$ cat config.mk
export PLATFORM = sky130hd
export DESIGN_NAME = sel_loader
export DESIGN_NICKNAME = d
export VERILOG_FILES = /design/src/design/sel_pkg.sv /design/src/design/sel_loader.sv
export SDC_FILE = /design/constraint.sdc
export NUM_CORES = 1
export LEC_CHECK = 0
export ABC_AREA = 1
export BUFFER_PORTS_ARGS = -buffer_cell sky130_fd_sc_hd__buf_2
export CAP_MARGIN = 0
export CORE_UTILIZATION = 55
export CTS_CLUSTER_SIZE = 28
export DETAILED_ROUTE_END_ITERATION = 8
export GPL_ROUTABILITY_DRIVEN = 0
export PLACE_DENSITY = 0.83
export SLEW_MARGIN = 0
export SYNTH_ARGS = -nofsm -noshare
export SYNTH_HDL_FRONTEND = slang
export SYNTH_SLANG_ARGS = --single-unit
$ cat constraint.sdc
create_clock -name pclk -period 2.2 [get_ports pclk]
set_input_delay 0.11 -clock pclk [delete_from_list [all_inputs] [get_ports pclk]]
set_output_delay 0.11 -clock pclk [all_outputs]
set_load 0.03 [all_outputs]
$ cat src/design/sel_pkg.sv
// package for the serial configuration word loader
// assumes a 100 MHz pclk domain and a 32-bit apb register port
package sel_pkg;
    // clock and serial timing
    localparam int SEL_PCLK_NS = 10;
    localparam int SEL_SCK_HALF_NS = 40;
    localparam int SEL_SCK_HALF_CYC = SEL_SCK_HALF_NS / SEL_PCLK_NS;
    localparam int SEL_SLOT_CYC = 2 * SEL_SCK_HALF_CYC;
    localparam int SEL_SETTLE_CYC = 4;
    // serial command: start bit, read opcode, word address
    localparam logic [7:0] SEL_READ_CMD = 8'hc0;
    localparam logic [5:0] SEL_CMD_BITS = 6'h08;
    localparam logic [5:0] SEL_RECV_BITS = 6'h31;
    localparam int SEL_WORD_BITS = 16;
    localparam int SEL_GANG_BIT = 14;
    localparam logic [1:0] SEL_WORD_OPTION = 2'h0;
    localparam logic [1:0] SEL_WORD_VENDOR = 2'h1;
    localparam logic [1:0] SEL_WORD_PRODUCT = 2'h2;
    // built-in identifiers (values arbitrary)
    localparam logic [15:0] SEL_DEF_VENDOR = 16'h1234;
    localparam logic [15:0] SEL_DEF_PRODUCT = 16'h5678;
    // register byte offsets
    localparam logic [11:0] SEL_OFS_CTRL = 12'h000;
    localparam logic [11:0] SEL_OFS_STATUS = 12'h004;
    localparam logic [11:0] SEL_OFS_IDENT = 12'h008;
    // field positions and the control reset value
    localparam int SEL_CTRL_HOLD = 0;
    localparam int SEL_ST_DONE = 0;
    localparam int SEL_ST_BUSY = 1;
    localparam int SEL_ST_EXT = 2;
    localparam int SEL_ST_GANG = 3;
    localparam logic SEL_CTRL_RESET = 1'b0;

    typedef enum {SEL_WAIT, SEL_SEND, SEL_RECV, SEL_DRAIN, SEL_DONE} sel_state_e;

    typedef struct packed {
        logic [1:0] idx;
        logic [15:0] data;
    } sel_word_s;

    typedef struct packed {
        logic paddr_ok;
        logic [11:0] paddr;
    } sel_addr_s;
endpackage : sel_pkg

$ cat src/design/sel_loader.sv
// power-on loader of three configuration words from a serial eeprom
// assumes the eeprom chip select follows system reset and data/q share one wire
// Operation
// - one read after reset, only when select low
// - send start 1, opcode 10, address 00000
// - release data line after address is sent
// - capture dummy 0 then three words msb-first
// - drive serial clock, sample away from rise
// - tristate both lines with pulldowns after load
// - gang from word0 d14, vendor w1, product w2
// - pulldowns on when select low, off otherwise
module sel_loader
    import sel_pkg::*;
(
    // system
    input wire logic pclk,
    input wire logic presetn,
    // apb slave
    input wire logic psel,
    input wire logic penable,
    input wire logic pwrite,
    input wire logic [11:0] paddr,
    input wire logic [31:0] pwdata,
    output logic [31:0] prdata,
    output logic pready,
    output logic pslverr,
    // eeprom pins and strap
    input wire logic ext_config_select_n,
    input wire logic cfg_serial_data_i,
    output logic cfg_serial_data_o,
    output logic cfg_serial_data_oe,
    output logic cfg_serial_clock_o,
    output logic cfg_serial_clock_oe,
    output logic cfg_pulldown_en,
    // word stream out of the buffer
    output sel_pkg::sel_word_s strm_word,
    output logic strm_valid,
    input wire logic strm_ready,
    // loaded configuration
    output logic [15:0] vendor_ident_word,
    output logic [15:0] product_ident_word,
    output logic gang_power,
    output logic cfg_ready
);
    import sel_pkg::*;

    sel_state_e state;
    logic [1:0] sel_meta;
    logic [1:0] dat_meta;
    logic sel_n_s;
    logic dat_s;
    logic [3:0] settle;
    logic [2:0] phase;
    logic [5:0] bitcnt;
    logic [15:0] shreg;
    logic [1:0] widx;
    logic ext_mode;
    logic ctrl_hold;
    logic skid_v;
    sel_word_s skid;
    sel_word_s next_word;
    // first two words wait here until the third arrives
    logic gang_stage;
    logic [15:0] vendor_stage;
    logic [31:0] stat_word;

    // pins from outside pass two flops; first stage read only by second
    always_ff @(posedge pclk or negedge presetn)
    begin
        if (!presetn)
        begin
            sel_meta <= 2'h3;
            dat_meta <= 2'h0;
        end
        else
        begin
            sel_meta <= {sel_meta[0], ext_config_select_n};
            dat_meta <= {dat_meta[0], cfg_serial_data_i};
        end
    end
    assign sel_n_s = sel_meta[1];
    assign dat_s = dat_meta[1];

    // bit slot timing: low half then high half of the serial clock
    wire slot_end = (phase == 3'(SEL_SLOT_CYC - 1));
    wire rise_now = (phase == 3'(SEL_SCK_HALF_CYC - 1));
    wire fill_ready = !skid_v;
    wire word_end = (state == SEL_RECV) && (bitcnt != 6'h00)
        && (bitcnt[3:0] == 4'h0);
    // a finished word waits at the end of high phase while the buffer is full
    wire stall = slot_end && word_end && !fill_ready;
    wire advance = !stall;
    wire push = slot_end && word_end && fill_ready;
    wire [15:0] cap_word = {shreg[14:0], dat_s};
    wire pop = strm_valid && strm_ready;
    wire pop_last = pop && (strm_word.idx == SEL_WORD_PRODUCT);
    // stream entry built once so both buffer stages load the same value
    assign next_word = {widx, cap_word};

    // sequencer; the clock idles low outside the read
    always_ff @(posedge pclk or negedge presetn)
    begin
        if (!presetn)
        begin
            state <= SEL_WAIT;
            settle <= 4'h0;
            phase <= 3'h0;
            bitcnt <= 6'h00;
            shreg <= 16'h0000;
            widx <= 2'h0;
            ext_mode <= 1'b0;
            cfg_serial_data_o <= 1'b0;
            cfg_serial_data_oe <= 1'b0;
            cfg_serial_clock_o <= 1'b0;
            cfg_serial_clock_oe <= 1'b0;
            cfg_pulldown_en <= 1'b0;
        end
        else
        begin
            unique case (state)
                SEL_WAIT:
                begin
                    // strap sampled once, after the synchroniser has settled
                    if (settle != 4'(SEL_SETTLE_CYC))
                        settle <= settle + 4'h1;
                    else if (!ctrl_hold)
                    begin
                        ext_mode <= !sel_n_s;
                        cfg_pulldown_en <= !sel_n_s;
                        cfg_serial_clock_oe <= !sel_n_s;
                        cfg_serial_data_oe <= !sel_n_s;
                        phase <= 3'h0;
                        bitcnt <= 6'h00;
                        state <= sel_n_s ? SEL_DRAIN : SEL_SEND;
                    end
                end
                SEL_SEND:
                begin
                    phase <= phase + 3'h1;
                    // data changes one cycle after the fall so it is stable at the rise
                    if (phase == 3'h0)
                        cfg_serial_data_o <= SEL_READ_CMD[3'(7 - bitcnt[2:0])];
                    if (rise_now)
                        cfg_serial_clock_o <= 1'b1;
                    if (slot_end)
                    begin
                        cfg_serial_clock_o <= 1'b0;
                        if (bitcnt == SEL_CMD_BITS - 6'h01)
                        begin
                            bitcnt <= 6'h00;
                            cfg_serial_data_oe <= 1'b0;
                            cfg_serial_data_o <= 1'b0;
                            state <= SEL_RECV;
                        end
                        else
                            bitcnt <= bitcnt + 6'h01;
                    end
                end
                SEL_RECV:
                begin
                    // a stall freezes the phase with the clock high, so the eeprom holds its bit
                    if (advance)
                        phase <= phase + 3'h1;
                    if (rise_now)
                        cfg_serial_clock_o <= 1'b1;
                    if (slot_end && advance)
                    begin
                        // sampled at end of high half, far from the change at the rise
                        shreg <= cap_word;
                        cfg_serial_clock_o <= 1'b0;
                        if (push)
                            widx <= widx + 2'h1;
                        if (bitcnt == SEL_RECV_BITS - 6'h01)
                        begin
                            cfg_serial_clock_oe <= 1'b0;
                            state <= SEL_DRAIN;
                        end
                        else
                            bitcnt <= bitcnt + 6'h01;
                    end
                end
                SEL_DRAIN:
                begin
                    // with the strap low, finish only once the product word has left the buffer; strap high finishes at once
                    if (!ext_mode || pop_last)
                        state <= SEL_DONE;
                end
                SEL_DONE:
                begin
                    // terminal until reset, so a later hold write cannot restart
                    cfg_serial_clock_oe <= 1'b0;
                end
            endcase
        end
    end

    // two-entry skid buffer; output stage and skid stage are both flops
    always_ff @(posedge pclk or negedge presetn)
    begin
        if (!presetn)
        begin
            strm_valid <= 1'b0;
            strm_word <= '0;
            skid_v <= 1'b0;
            skid <= '0;
        end
        else if (!strm_valid || strm_ready)
        begin
            strm_valid <= skid_v || push;
            strm_word <= skid_v ? skid : next_word;
            skid_v <= 1'b0;
        end
        // the skid stage fills only while the output stage is stalled
        else if (push)
        begin
            skid_v <= 1'b1;
            skid <= next_word;
        end
    end

    // configuration results change only once, at completion
    always_ff @(posedge pclk or negedge presetn)
    begin
        if (!presetn)
        begin
            vendor_ident_word <= 16'h0000;
            product_ident_word <= 16'h0000;
            gang_power <= 1'b0;
            cfg_ready <= 1'b0;
            gang_stage <= 1'b0;
            vendor_stage <= 16'h0000;
        end
        // strap high: built-in identifiers and the option pin level
        else if (state == SEL_DRAIN && !ext_mode)
        begin
            vendor_ident_word <= SEL_DEF_VENDOR;
            product_ident_word <= SEL_DEF_PRODUCT;
            gang_power <= dat_s;
            cfg_ready <= 1'b1;
        end
        else if (pop && !cfg_ready)
        begin
            // earlier words wait in staging so no partial set is ever shown
            unique case (strm_word.idx)
                SEL_WORD_OPTION: gang_stage <= strm_word.data[SEL_GANG_BIT];
                SEL_WORD_VENDOR: vendor_stage <= strm_word.data;
                SEL_WORD_PRODUCT:
                begin
                    product_ident_word <= strm_word.data;
                    vendor_ident_word <= vendor_stage;
                    gang_power <= gang_stage;
                    cfg_ready <= 1'b1;
                end
                default: ;
            endcase
        end
    end

    // apb decode; one wait-free access phase, answer registered in setup
    wire setup = psel && !penable;
    wire access = psel && penable && pready;
    wire hit_ctrl = (paddr == SEL_OFS_CTRL);
    wire hit_stat = (paddr == SEL_OFS_STATUS);
    wire hit_ident = (paddr == SEL_OFS_IDENT);
    wire mapped = hit_ctrl || hit_stat || hit_ident;
    wire busy = (state == SEL_SEND) || (state == SEL_RECV);
    // status fields sit at their package positions; unused bits read as zero
    always_comb
    begin
        stat_word = 32'h00000000;
        stat_word[SEL_ST_DONE] = cfg_ready;
        stat_word[SEL_ST_BUSY] = busy;
        stat_word[SEL_ST_EXT] = ext_mode;
        stat_word[SEL_ST_GANG] = gang_power;
    end
    wire [31:0] rd_mux = hit_ctrl ? {31'h0, ctrl_hold}
        : hit_stat ? stat_word
        : hit_ident ? {product_ident_word, vendor_ident_word} : 32'h00000000;

    always_ff @(posedge pclk or negedge presetn)
    begin
        if (!presetn)
        begin
            pready <= 1'b0;
            pslverr <= 1'b0;
            prdata <= 32'h00000000;
            ctrl_hold <= SEL_CTRL_RESET;
        end
        else
        begin
            // unmapped offsets raise pslverr; writes to read-only words drop quietly
            pready <= setup;
            pslverr <= setup && !mapped;
            prdata <= (setup && !pwrite) ? rd_mux : 32'h00000000;
            // hold only delays the start; it cannot cause a second read
            if (access && pwrite && hit_ctrl)
                ctrl_hold <= pwdata[SEL_CTRL_HOLD];
        end
    end
endmodule : sel_loader

Word-level counts from Yosys, hierarchy flattened
Memory sizes are Yosys's and may differ from the RTL's.
Index checks and enable logic that the tools add are counted.
{ "totals": {"reg_bits": 195, "rom_bits": 8, "inputBits": 52, "out_inout_bits": 92, "word_cells": 179, "memories": 1} }
{ "classes": {"add_sub_neg": 5, "n_lt_le_gt_ge": 1, "eq_ne": 25, "mux": 55, "n_bitwise": 4, "n_reduce_logical": 59} }
{ "memory_table": {"columns": ["name", "words", "word_bits", "read_ports", "rd_ports_with_merged_regs", "wr", "line", "text"], "rows": [
  ["(name not given)", 8, 1, 1, 0, 0, "sel_loader.sv:142", "cfg_serial_data_o <= SEL_READ_CMD[3'(7 - bitcnt[2:0])];"]
]} }
{ "ops": {"columns": ["operator", "count"], "rows": [
  ["32-bit 2-to-1 mux", 11],
  ["32-bit one-hot mux with 4 select lines", 1],
  ["32-bit by 2-bit == test with 1-bit output, second input constant", 3],
  ["32-bit by 3-bit == test with 1-bit output, second input constant", 3],
  ["16-bit 2-to-1 mux", 6],
  ["6-bit 2-to-1 mux", 6],
  ["32-bit by 1-bit == test with 1-bit output, second input constant", 1],
  ["32-bit zero test", 1],
  ["1-bit 2-to-1 mux", 21],
  ["18-bit 2-to-1 mux", 1],
  ["2-bit inequality test, second input constant", 9],
  ["6-bit one-hot mux with 3 select lines", 1],
  ["1-bit logical AND", 17],
  ["12-bit by 3-bit == test with 1-bit output, second input constant", 1],
  ["12-bit by 4-bit == test with 1-bit output, second input constant", 1],
  ["12-bit zero test", 1],
  ["3-bit AND reduction", 4],
  ["5-bit AND reduction", 2],
  ["2-bit nonzero test", 5],
  ["1-bit zero test", 9],
  ["3-bit 2-to-1 mux", 3],
  ["3-bit one-hot mux with 3 select lines", 1],
  ["2-bit AND reduction", 4],
  ["8-bit AND reduction", 1],
  ["26 further kinds", 36]
]} }

Logic depth before layout (Yosys ltp)
Gate-level depths: netlist (run 1).
{ "logic_depth": {"depth_word": 9, "mapped_depth": 12} }

Worst setup path before layout (run 1)
OpenSTA, ideal clock, no wires.
{ "synth_path": {"path_type": "reg2reg", "startpoint": "reg phase[0]", "endpoint": "reg skid[10] (netlist name)", "setup_time_ns": 0.118, "arrival_ns": 1.539, "required_time_ns": 2.082, "slack_ns": 0.543, "path_stages_with_launch": 11, "path_buffers": 1, "period_less_slack_ns": 1.657, "cell_sequence": "dfrtp_1 > ha_1 > ha_1 > inv_1 > nor2_2 > nand2_2 > nor2_4 > nand2_4 > buf_6 > nand2_2 > o21ai_2"} }
{ "synth_via": {"elab_chain_cells": 4} }
{ "synth_rtl": {"columns": ["item", "line", "text"], "rows": [
  ["start: declaration", "sel_loader.sv:53", "logic [2:0] phase;"],
  ["start signal: assignment", "sel_loader.sv:139", "phase <= phase + 3'h1;"],
  ["start signal: assignment", "sel_loader.sv:163", "phase <= phase + 3'h1;"],
  ["3-bit == test", "sel_loader.sv:85", "wire slot_end = (phase == 3'(SEL_SLOT_CYC - 1));"],
  ["1-bit logical AND (2 in a row)", "sel_loader.sv:93", "wire push = slot_end && word_end && fill_ready;"],
  ["2-bit AND reduction (no source line)", null, null],
  ["end signal: assignment", "sel_loader.sv:217", "skid <= next_word;"],
  ["end: declaration", "sel_loader.sv:60", "sel_word_s skid;"]
]} }
Every way passes these cells.
A chain may end at the register's enable or synchronous reset.

Final worst setup path (run 1)
{ "layout_path": {"startpoint": "reg phase[0]", "endpoint": "reg skid[0] (netlist name)"} }
The elaborated chain is that of the path after synthesis.

==> flow_metrics.py, run 1 <==
metrics = {
    "floorplan": {
        "die_h_um": 116,
        "die_area_mm2": 0.0134,
        "initial_core_util_pct": 56.3,
        "coreArea_mm2": 0.0126,
        "io_pins": 144,
        "rows": 41,
        "fp.dieW_um": 116,
    },
    "finish": {
        "ff_latch_area_mm2": 0.00416,
        "area_growth_pct": 18.7,
        "antenna_cells": 0,
        "multi_input_area_mm2": 0.00235,
        "finalNetCount": 904,
        "layout.cells.non_filler": 1029,
        "drive_gt1_share_pct": 28.6,
        "fin_area_mm2": 0.00844,
        "fillCellCount": 954,
    },
    "sta": {
        "worst_pin_slew_ns": 0.551,
        "period_minus_slack_ns": 1.94,
        "hold_violations": 0,
        "fin_ws_ns": 0.259,
        "setup_viol": 0,
        "skew_ns": 0.00652,
        "fin_crit_sh_pct": 88.2,
        "rsz0062_at_grt": "no",
        "slew_headroom_pct": 63.1,
        "setup_tns_ns": 0,
        "slew_viol_final": 0,
        "clock.fmax_mhz": 515,
    },
    "detailed_routing": {
        "avgViaCountPerCell": 5.20,
        "firstDrtPassIters": 5,
        "drtAntennaViolNets": 0,
        "wirelength_um": 15200,
        "vias": 5350,
        "wire_per_inst_um": 14.8,
        "initialDrtViolationCount": 492,
        "drc": 0,
    },
    "global_route": {
        "grt_pass1_vias": 5191,
        "grt_pass1_wl_um": 25100,
        "antenna_found_initial": 0,
        "grt_max_degree": 63,
        "gr-usage-all-layers_pct": 24.8,
        "overflow": 0,
    },
    "yosys": {
        "synth_cells": 725,
        "async_flop_share_pct": 100,
        "seq_area_frac_synth_pct": 58.5,
        "synth_area_per_cell_um2": 9.81,
        "ys_ff_latch": 166,
        "synth_nets": 785,
        "synth_cell_type_count": 36,
        "ys.flop_type": "dfrtp_1",
        "synth_warnings": 0,
        "synth_edf_count": 0,
        "syn-cell-area_mm2": 0.00711,
    },
    "setup_path": {
        "cp.required_ns": 2.51,
        "timing.rr.end": "skid[0]",
        "critPathKind": "flip-flop to flip-flop",
        "worstPathCellList": "ha_1, ha_1, inv_1, nor2_2, nand2_2, nor2_4, nand2_8, nand2_1, o21ai_2",
        "regToRegStartpoint": "phase[0]",
        "crit_start": "phase[0]",
        "cp_max_fo": 36,
        "rrSetupSlack_ns": 0.26,
        "worstRegToRegCells": 9,
        "cp_top_family": "simple AND/OR/NAND/NOR gates",
        "crit_arrival_ns": 2.25,
        "worstPathBufferInverterCount": 1,
        "cp-start-kind": "flip-flop",
        "worst_path_most_repeated_cell": "ha_1",
        "cp_slowest_cell": "dfrtp_1",
        "endpoint_kind": "flip-flop",
        "slowest_delay_ns": 0.37,
    },
    "clocking": {
        "clock-root-buffer": "clkbuf_16",
        "cts_buffers": 17,
        "htreeDepth": 4,
        "clkLatencyLatePin_ns": 0.43,
        "cts.reportedPaths.clkPinSlew_ns": 0.06,
        "cts_max_path_buffers": 2,
        "cts_tree": "built",
        "post-cts-setup-buffers": 0,
        "clkSinkCount": 166,
    },
    "hold_path": {
        "hold-path-endpoint": "prdata[3]",
        "hp-class": "primary input to flip-flop",
        "hold_depth": 4,
        "min-delay-start": "paddr[3]",
    },
    "power_and_ir_drop": {
        "p_int_mw": 4.70,
        "p_sw_mw": 1.32,
        "p_comb_share_pct": 2.1,
        "ir_drop_mv": 0.567,
        "power_density_mw_per_mm2": 713,
        "seq_power_share_pct": 50.9,
        "leakage_nw": 4.22,
        "p_clk_share_pct": 47.0,
        "swShare_pct": 21.9,
    },
    "placed_design": {
        "place_area_mm2": 0.00780,
        "dp_cells": 990,
        "io_buffers": 112,
        "place_ws_ns": 0.189,
        "dp_hpwl_um": 10200,
    },
    "status": {
        "status": "completed",
    },
    "job": {
        "drv_cap": 0,
    },
}
## tightest hold or removal path: stages
cell	delay (ns)
buf_2	0.11
nor3_2	0.08
nand3_1	0.07
a21oi_1	0.06
## stage by stage
stage	power, mW	hold slack (ns)	util [%]
after global routing	6.22	0.0800	66.9
after detailed placement	3.24	0.120	61.8
after floorplan	3.15	-0.186	-
after CTS	6.07	0.0240	66.8
final	6.02	0.0394	66.9
after global placement	3.24	0.115	61.8
## synth_stat cells (all sizes together), types with 5 or more instances
master	count	area, um2
or2	5	31.3
o211ai	18	135
nor3	32	175
a21oi	14	81.3
dfrtp	164	4100
clkbuf	6	22.5
buf	23	160
nand2	148	648
inv	112	420
nor2	39	186
a22oi	8	100
nand3	22	130
o22ai	9	56.3
o21ai	99	589
ha	8	100
## cell usage in the layout (no fill, tap or decap), drive strengths merged
| cell | netlist | layout |
|---|---|---|
| a211oi | 2 | 2 |
| a21oi | 14 | 14 |
| a22oi | 8 | 8 |
| a31oi | 3 | 3 |
| buf | 23 | 122 |
| bufinv | 0 | 1 |
| clkbuf | 6 | 20 |
| clkinv | 1 | 5 |
| clkinvlp | 0 | 3 |
| dfrtp | 164 | 164 |
| dfstp | 2 | 2 |
| dlygate4sd3 | 0 | 7 |
| ha | 8 | 8 |
| inv | 112 | 116 |
| nand2 | 148 | 148 |
| nand3 | 22 | 22 |
| nand4 | 4 | 4 |
| nor2 | 39 | 39 |
| nor3 | 32 | 32 |
| o211ai | 18 | 18 |
| o21ai | 99 | 99 |
| o22ai | 9 | 9 |
| or2 | 5 | 5 |
| xnor2 | 2 | 2 |
| xor2 | 4 | 4 |
## per-layer routing
metal	GRT usage [%]	up-vias	wire length [um]
met2	40.4	148	7610
met5	0	-	0
li1	-	2588	-
met3	6.07	43	659
met4	12.6	0	524
met1	31.1	2571	6420
## registers in the layout, summed over array words and instances (netlist names), 2 cells and up, named ones only
| signal | cells |
|---|---|
| widx | 2 |
| vendor_ident_word | 16 |
| shreg | 15 |
| strm_word | 18 |
| settle | 4 |
| sel_meta | 2 |
| bitcnt | 6 |
| dat_meta | 2 |
| product_ident_word | 16 |
| state | 3 |
| phase | 3 |
| vendor_stage | 16 |
| skid | 18 |
| prdata | 32 |
## cell type report
class	count	share of cell area, %
multi-input combinational	417	27.9
sequential	166	49.2
clock buffer	20	5.29
inverter	113	5.04
clock inverter	12	1.41
tap	172	2.55
timing repair buffer	129	8.58
## worst max-delay path by stage
stage | end | slack (ns) | cells past startpoint
6_report | skid[0] | 0.26 | 9
5_1_grt | shreg[2] | 0.1 | 9
4_1_cts | skid[0] | 0.16 | 9
3_5_place_dp | skid[0] | 0.19 | 9
3_3_place_gp | skid[5] | 0.28 | 9
2_1_floorplan | skid[10] | 0.54 | 10
## power groups by stage
stage / clock, mW / sequential (mW) / combinational, mW
6_report: 2.83 / 3.06 / 0.128
2_1_floorplan: 0 / 3.13 / 0.0218
5_1_grt: 3.01 / 3.06 / 0.149
4_1_cts: 2.87 / 3.06 / 0.132
3_5_place_dp: 0 / 3.12 / 0.122
3_3_place_gp: 0 / 3.12 / 0.120
## kinds of logic after synthesis
| kind of cell | share of synthesized area [%] |
|---|---|
| and+or+nand+nor | 16.8 |
| DFF | 58.5 |
| AOI/OAI and AO/OA | 14.0 |
| buffers and inverters | 8.55 |
| adders and majority gates | 1.41 |
| xor gates and xnor gates | 0.739 |
## repair_timing
action                                 in CTS  in global routing
resized for setup                           0                  1
endpoints found under the hold margin      64                  0
setup endpoints to repair                   0                  1
hold buffers                                7                  0
(Power assumes the default switching activity.)
==> run 2, diff against run 1 <==
--- a/config.mk
+++ b/config.mk
@@ -6,13 +6,13 @@
 export NUM_CORES = 1
 export LEC_CHECK = 0
 export ABC_AREA = 1
-export BUFFER_PORTS_ARGS = -buffer_cell sky130_fd_sc_hd__buf_2
 export CAP_MARGIN = 0
-export CORE_UTILIZATION = 55
+export CORE_UTILIZATION = 60
 export CTS_CLUSTER_SIZE = 28
 export DETAILED_ROUTE_END_ITERATION = 8
+export DONT_BUFFER_PORTS = 1
 export GPL_ROUTABILITY_DRIVEN = 0
-export PLACE_DENSITY = 0.83
+export PLACE_DENSITY = 0.79
 export SLEW_MARGIN = 0
 export SYNTH_ARGS = -nofsm -noshare
 export SYNTH_HDL_FRONTEND = slang
==> flow_metrics.py, run 2 (synthesis gave the netlist of run 1 again) <==
metrics = {
    "status": {
        "status": "finished, violations left",
        "violations": "hold timing",
    },
    "sta": {
        "setup_tns_ns": 0,
        "fin_crit_sh_pct": 93.8,
        "clock.fmax_mhz": 485,
        "rsz0062_at_grt": "no",
        "setup_viol": 0,
        "hold_slack_ns": -0.615,
        "skew_ns": 0.00967,
        "hold_violations": 166,
        "slew_headroom_pct": 60.9,
        "worst_pin_slew_ns": 0.586,
        "slew_viol_final": 0,
        "period_minus_slack_ns": 2.06,
    },
    "power_and_ir_drop": {
        "leakage_nw": 3.71,
        "ir_drop_mv": 0.634,
        "p_total_mw": 6.05,
        "power_density_mw_per_mm2": 768,
    },
    "clocking": {
        "htreeDepth": 4,
        "clock-root-buffer": "clkbuf_16",
        "cts_buffers": 17,
        "cts_max_path_buffers": 2,
        "cts_tree": "built",
        "hold_buffers": 10,
        "clkSinkCount": 166,
        "cts.reportedPaths.clkPinSlew_ns": 0.06,
        "clkLatencyLatePin_ns": 0.43,
    },
    "global_route": {
        "grt_pass1_wl_um": 24900,
        "grt_max_degree": 167,
        "grt_pass1_vias": 4945,
        "overflow": 0,
        "antenna_found_initial": 0,
        "gr-usage-all-layers_pct": 26.1,
    },
    "finish": {
        "antenna_cells": 0,
        "largest_reg_flops": 32,
        "finalNetCount": 795,
        "area_growth_pct": 10.7,
        "final_common_cell": "dfrtp_1",
        "final_core_util_pct": 68.7,
        "top_register": "prdata",
        "drive_gt1_share_pct": 18.0,
        "reg_top3": "prdata x32, skid x18, strm_word x18",
        "fillCellCount": 781,
        "final_cell_mix": "dfrtp_1, nand2_1, inv_1",
    },
    "floorplan": {
        "io_pins": 144,
        "die_h_um": 111,
        "initial_core_util_pct": 62.0,
        "fp.dieW_um": 111,
        "coreArea_mm2": 0.0115,
        "die_area_mm2": 0.0123,
        "rows": 39,
    },
    "setup_path": {
        "crit_arrival_ns": 2.43,
        "cp.required_ns": 2.56,
        "endpoint_kind": "flip-flop",
        "critPathKind": "flip-flop to flip-flop",
        "worst_path_most_repeated_cell": "dlygate4sd3_1",
        "cp-start-kind": "flip-flop",
        "cp_max_fo": 2,
        "worstPathCellList": "nand4_1, nor2_1, nand2_1, dlygate4sd3_1, o21ai_0, dlygate4sd3_1",
        "cp_slowest_cell": "dlygate4sd3_1",
        "slowest_delay_ns": 0.56,
    },
    "detailed_routing": {
        "wl_met3_um": 865,
        "wirelength_um": 15000,
        "drtAntennaViolNets": 0,
        "drc": 0,
        "top_layer_used": "met4",
        "firstDrtPassIters": 6,
        "wl_met1_um": 6120,
        "avgViaCountPerCell": 5.70,
        "met2_length_um": 7460,
        "initialDrtViolationCount": 420,
        "vias": 5076,
        "wire_per_inst_um": 16.8,
    },
    "job": {
        "drv_cap": 0,
    },
    "hold_path": {
        "hp-class": "primary input to async pin",
    },
    "placed_design": {
        "io_buffers": 0,
        "dp_hpwl_um": 10000,
    },
}
run 2: cell type report:
| type | instances | area [um2] | area share, % |
|---|---|---|---|
| flip-flops and latches | 166 | 4160 | 52.8 |
| multi-input cells | 417 | 2340 | 29.8 |
| clock buffers | 19 | 443 | 5.63 |
| inverters | 113 | 425 | 5.40 |
| well taps | 143 | 179 | 2.27 |
| repair buffers | 20 | 175 | 2.23 |
| clock inverters | 13 | 148 | 1.88 |
run 2: per-stage QoR:
step | hold WS (ns) | worst slack, ns | cells | instance area (um2)
floorplan | -0.186 | 0.543 | 725 | 7110
global placement | -0.181 | 0.254 | 849 | 7180
detailed placement | -0.181 | 0.161 | 849 | 7180
CTS | -0.639 | 0.122 | 891 | 7870
global route | -0.640 | 0.00817 | 891 | 7870
finish | -0.615 | 0.137 | 891 | 7870
run 2: layer usage:
metal  global-route usage, %  vias to the layer above
li1                        -                     2359
met1                    32.4                     2479
met2                    42.3                      196
met3                    6.78                       42
met4                    13.2                        0
met5                       0                        -
run 2: what timing repair did:
action / in CTS / in global routing
setup endpoints to repair: 0 / 1
resized for setup: 0 / 1
hold endpoints to repair: 175 / 166
buffers inserted: 0 / 0
run 2: final timing paths:
kind / startpoint / slack, ns / to / cells after the start
setup / recovery: pready / 0.14 / ctrl_hold / 6
min in group pclk: strm_ready / 0.02 / gang_stage / 4
hold reg to reg: sel_meta[0] / 0.36 / sel_meta[1] / 0
hold / removal: presetn / -0.62 / prdata[1] / 0
max in group asynchronous: presetn / 2.60 / vendor_stage[4] / 0
setup reg to reg: pready / 0.14 / ctrl_hold / 6
run 2: critical path, delay by kind of cell, from the launching register on:
kind | cells | cell delay, ns
buffers and inverters | 2 | 1.10
DFF | 1 | 0.47
and+or+nand+nor | 3 | 0.35
AOI/OAI and AO/OA | 1 | 0.07
run 2: power by group:
group	total, mW	leakage [nW]	internal, mW	switching [mW]
clock	2.94	0.282	1.72	1.22
combinational	0.0385	1.21	0.0156	0.0229
sequential	3.07	2.22	3.06	0.0103
total	6.05	3.71	4.79	1.26
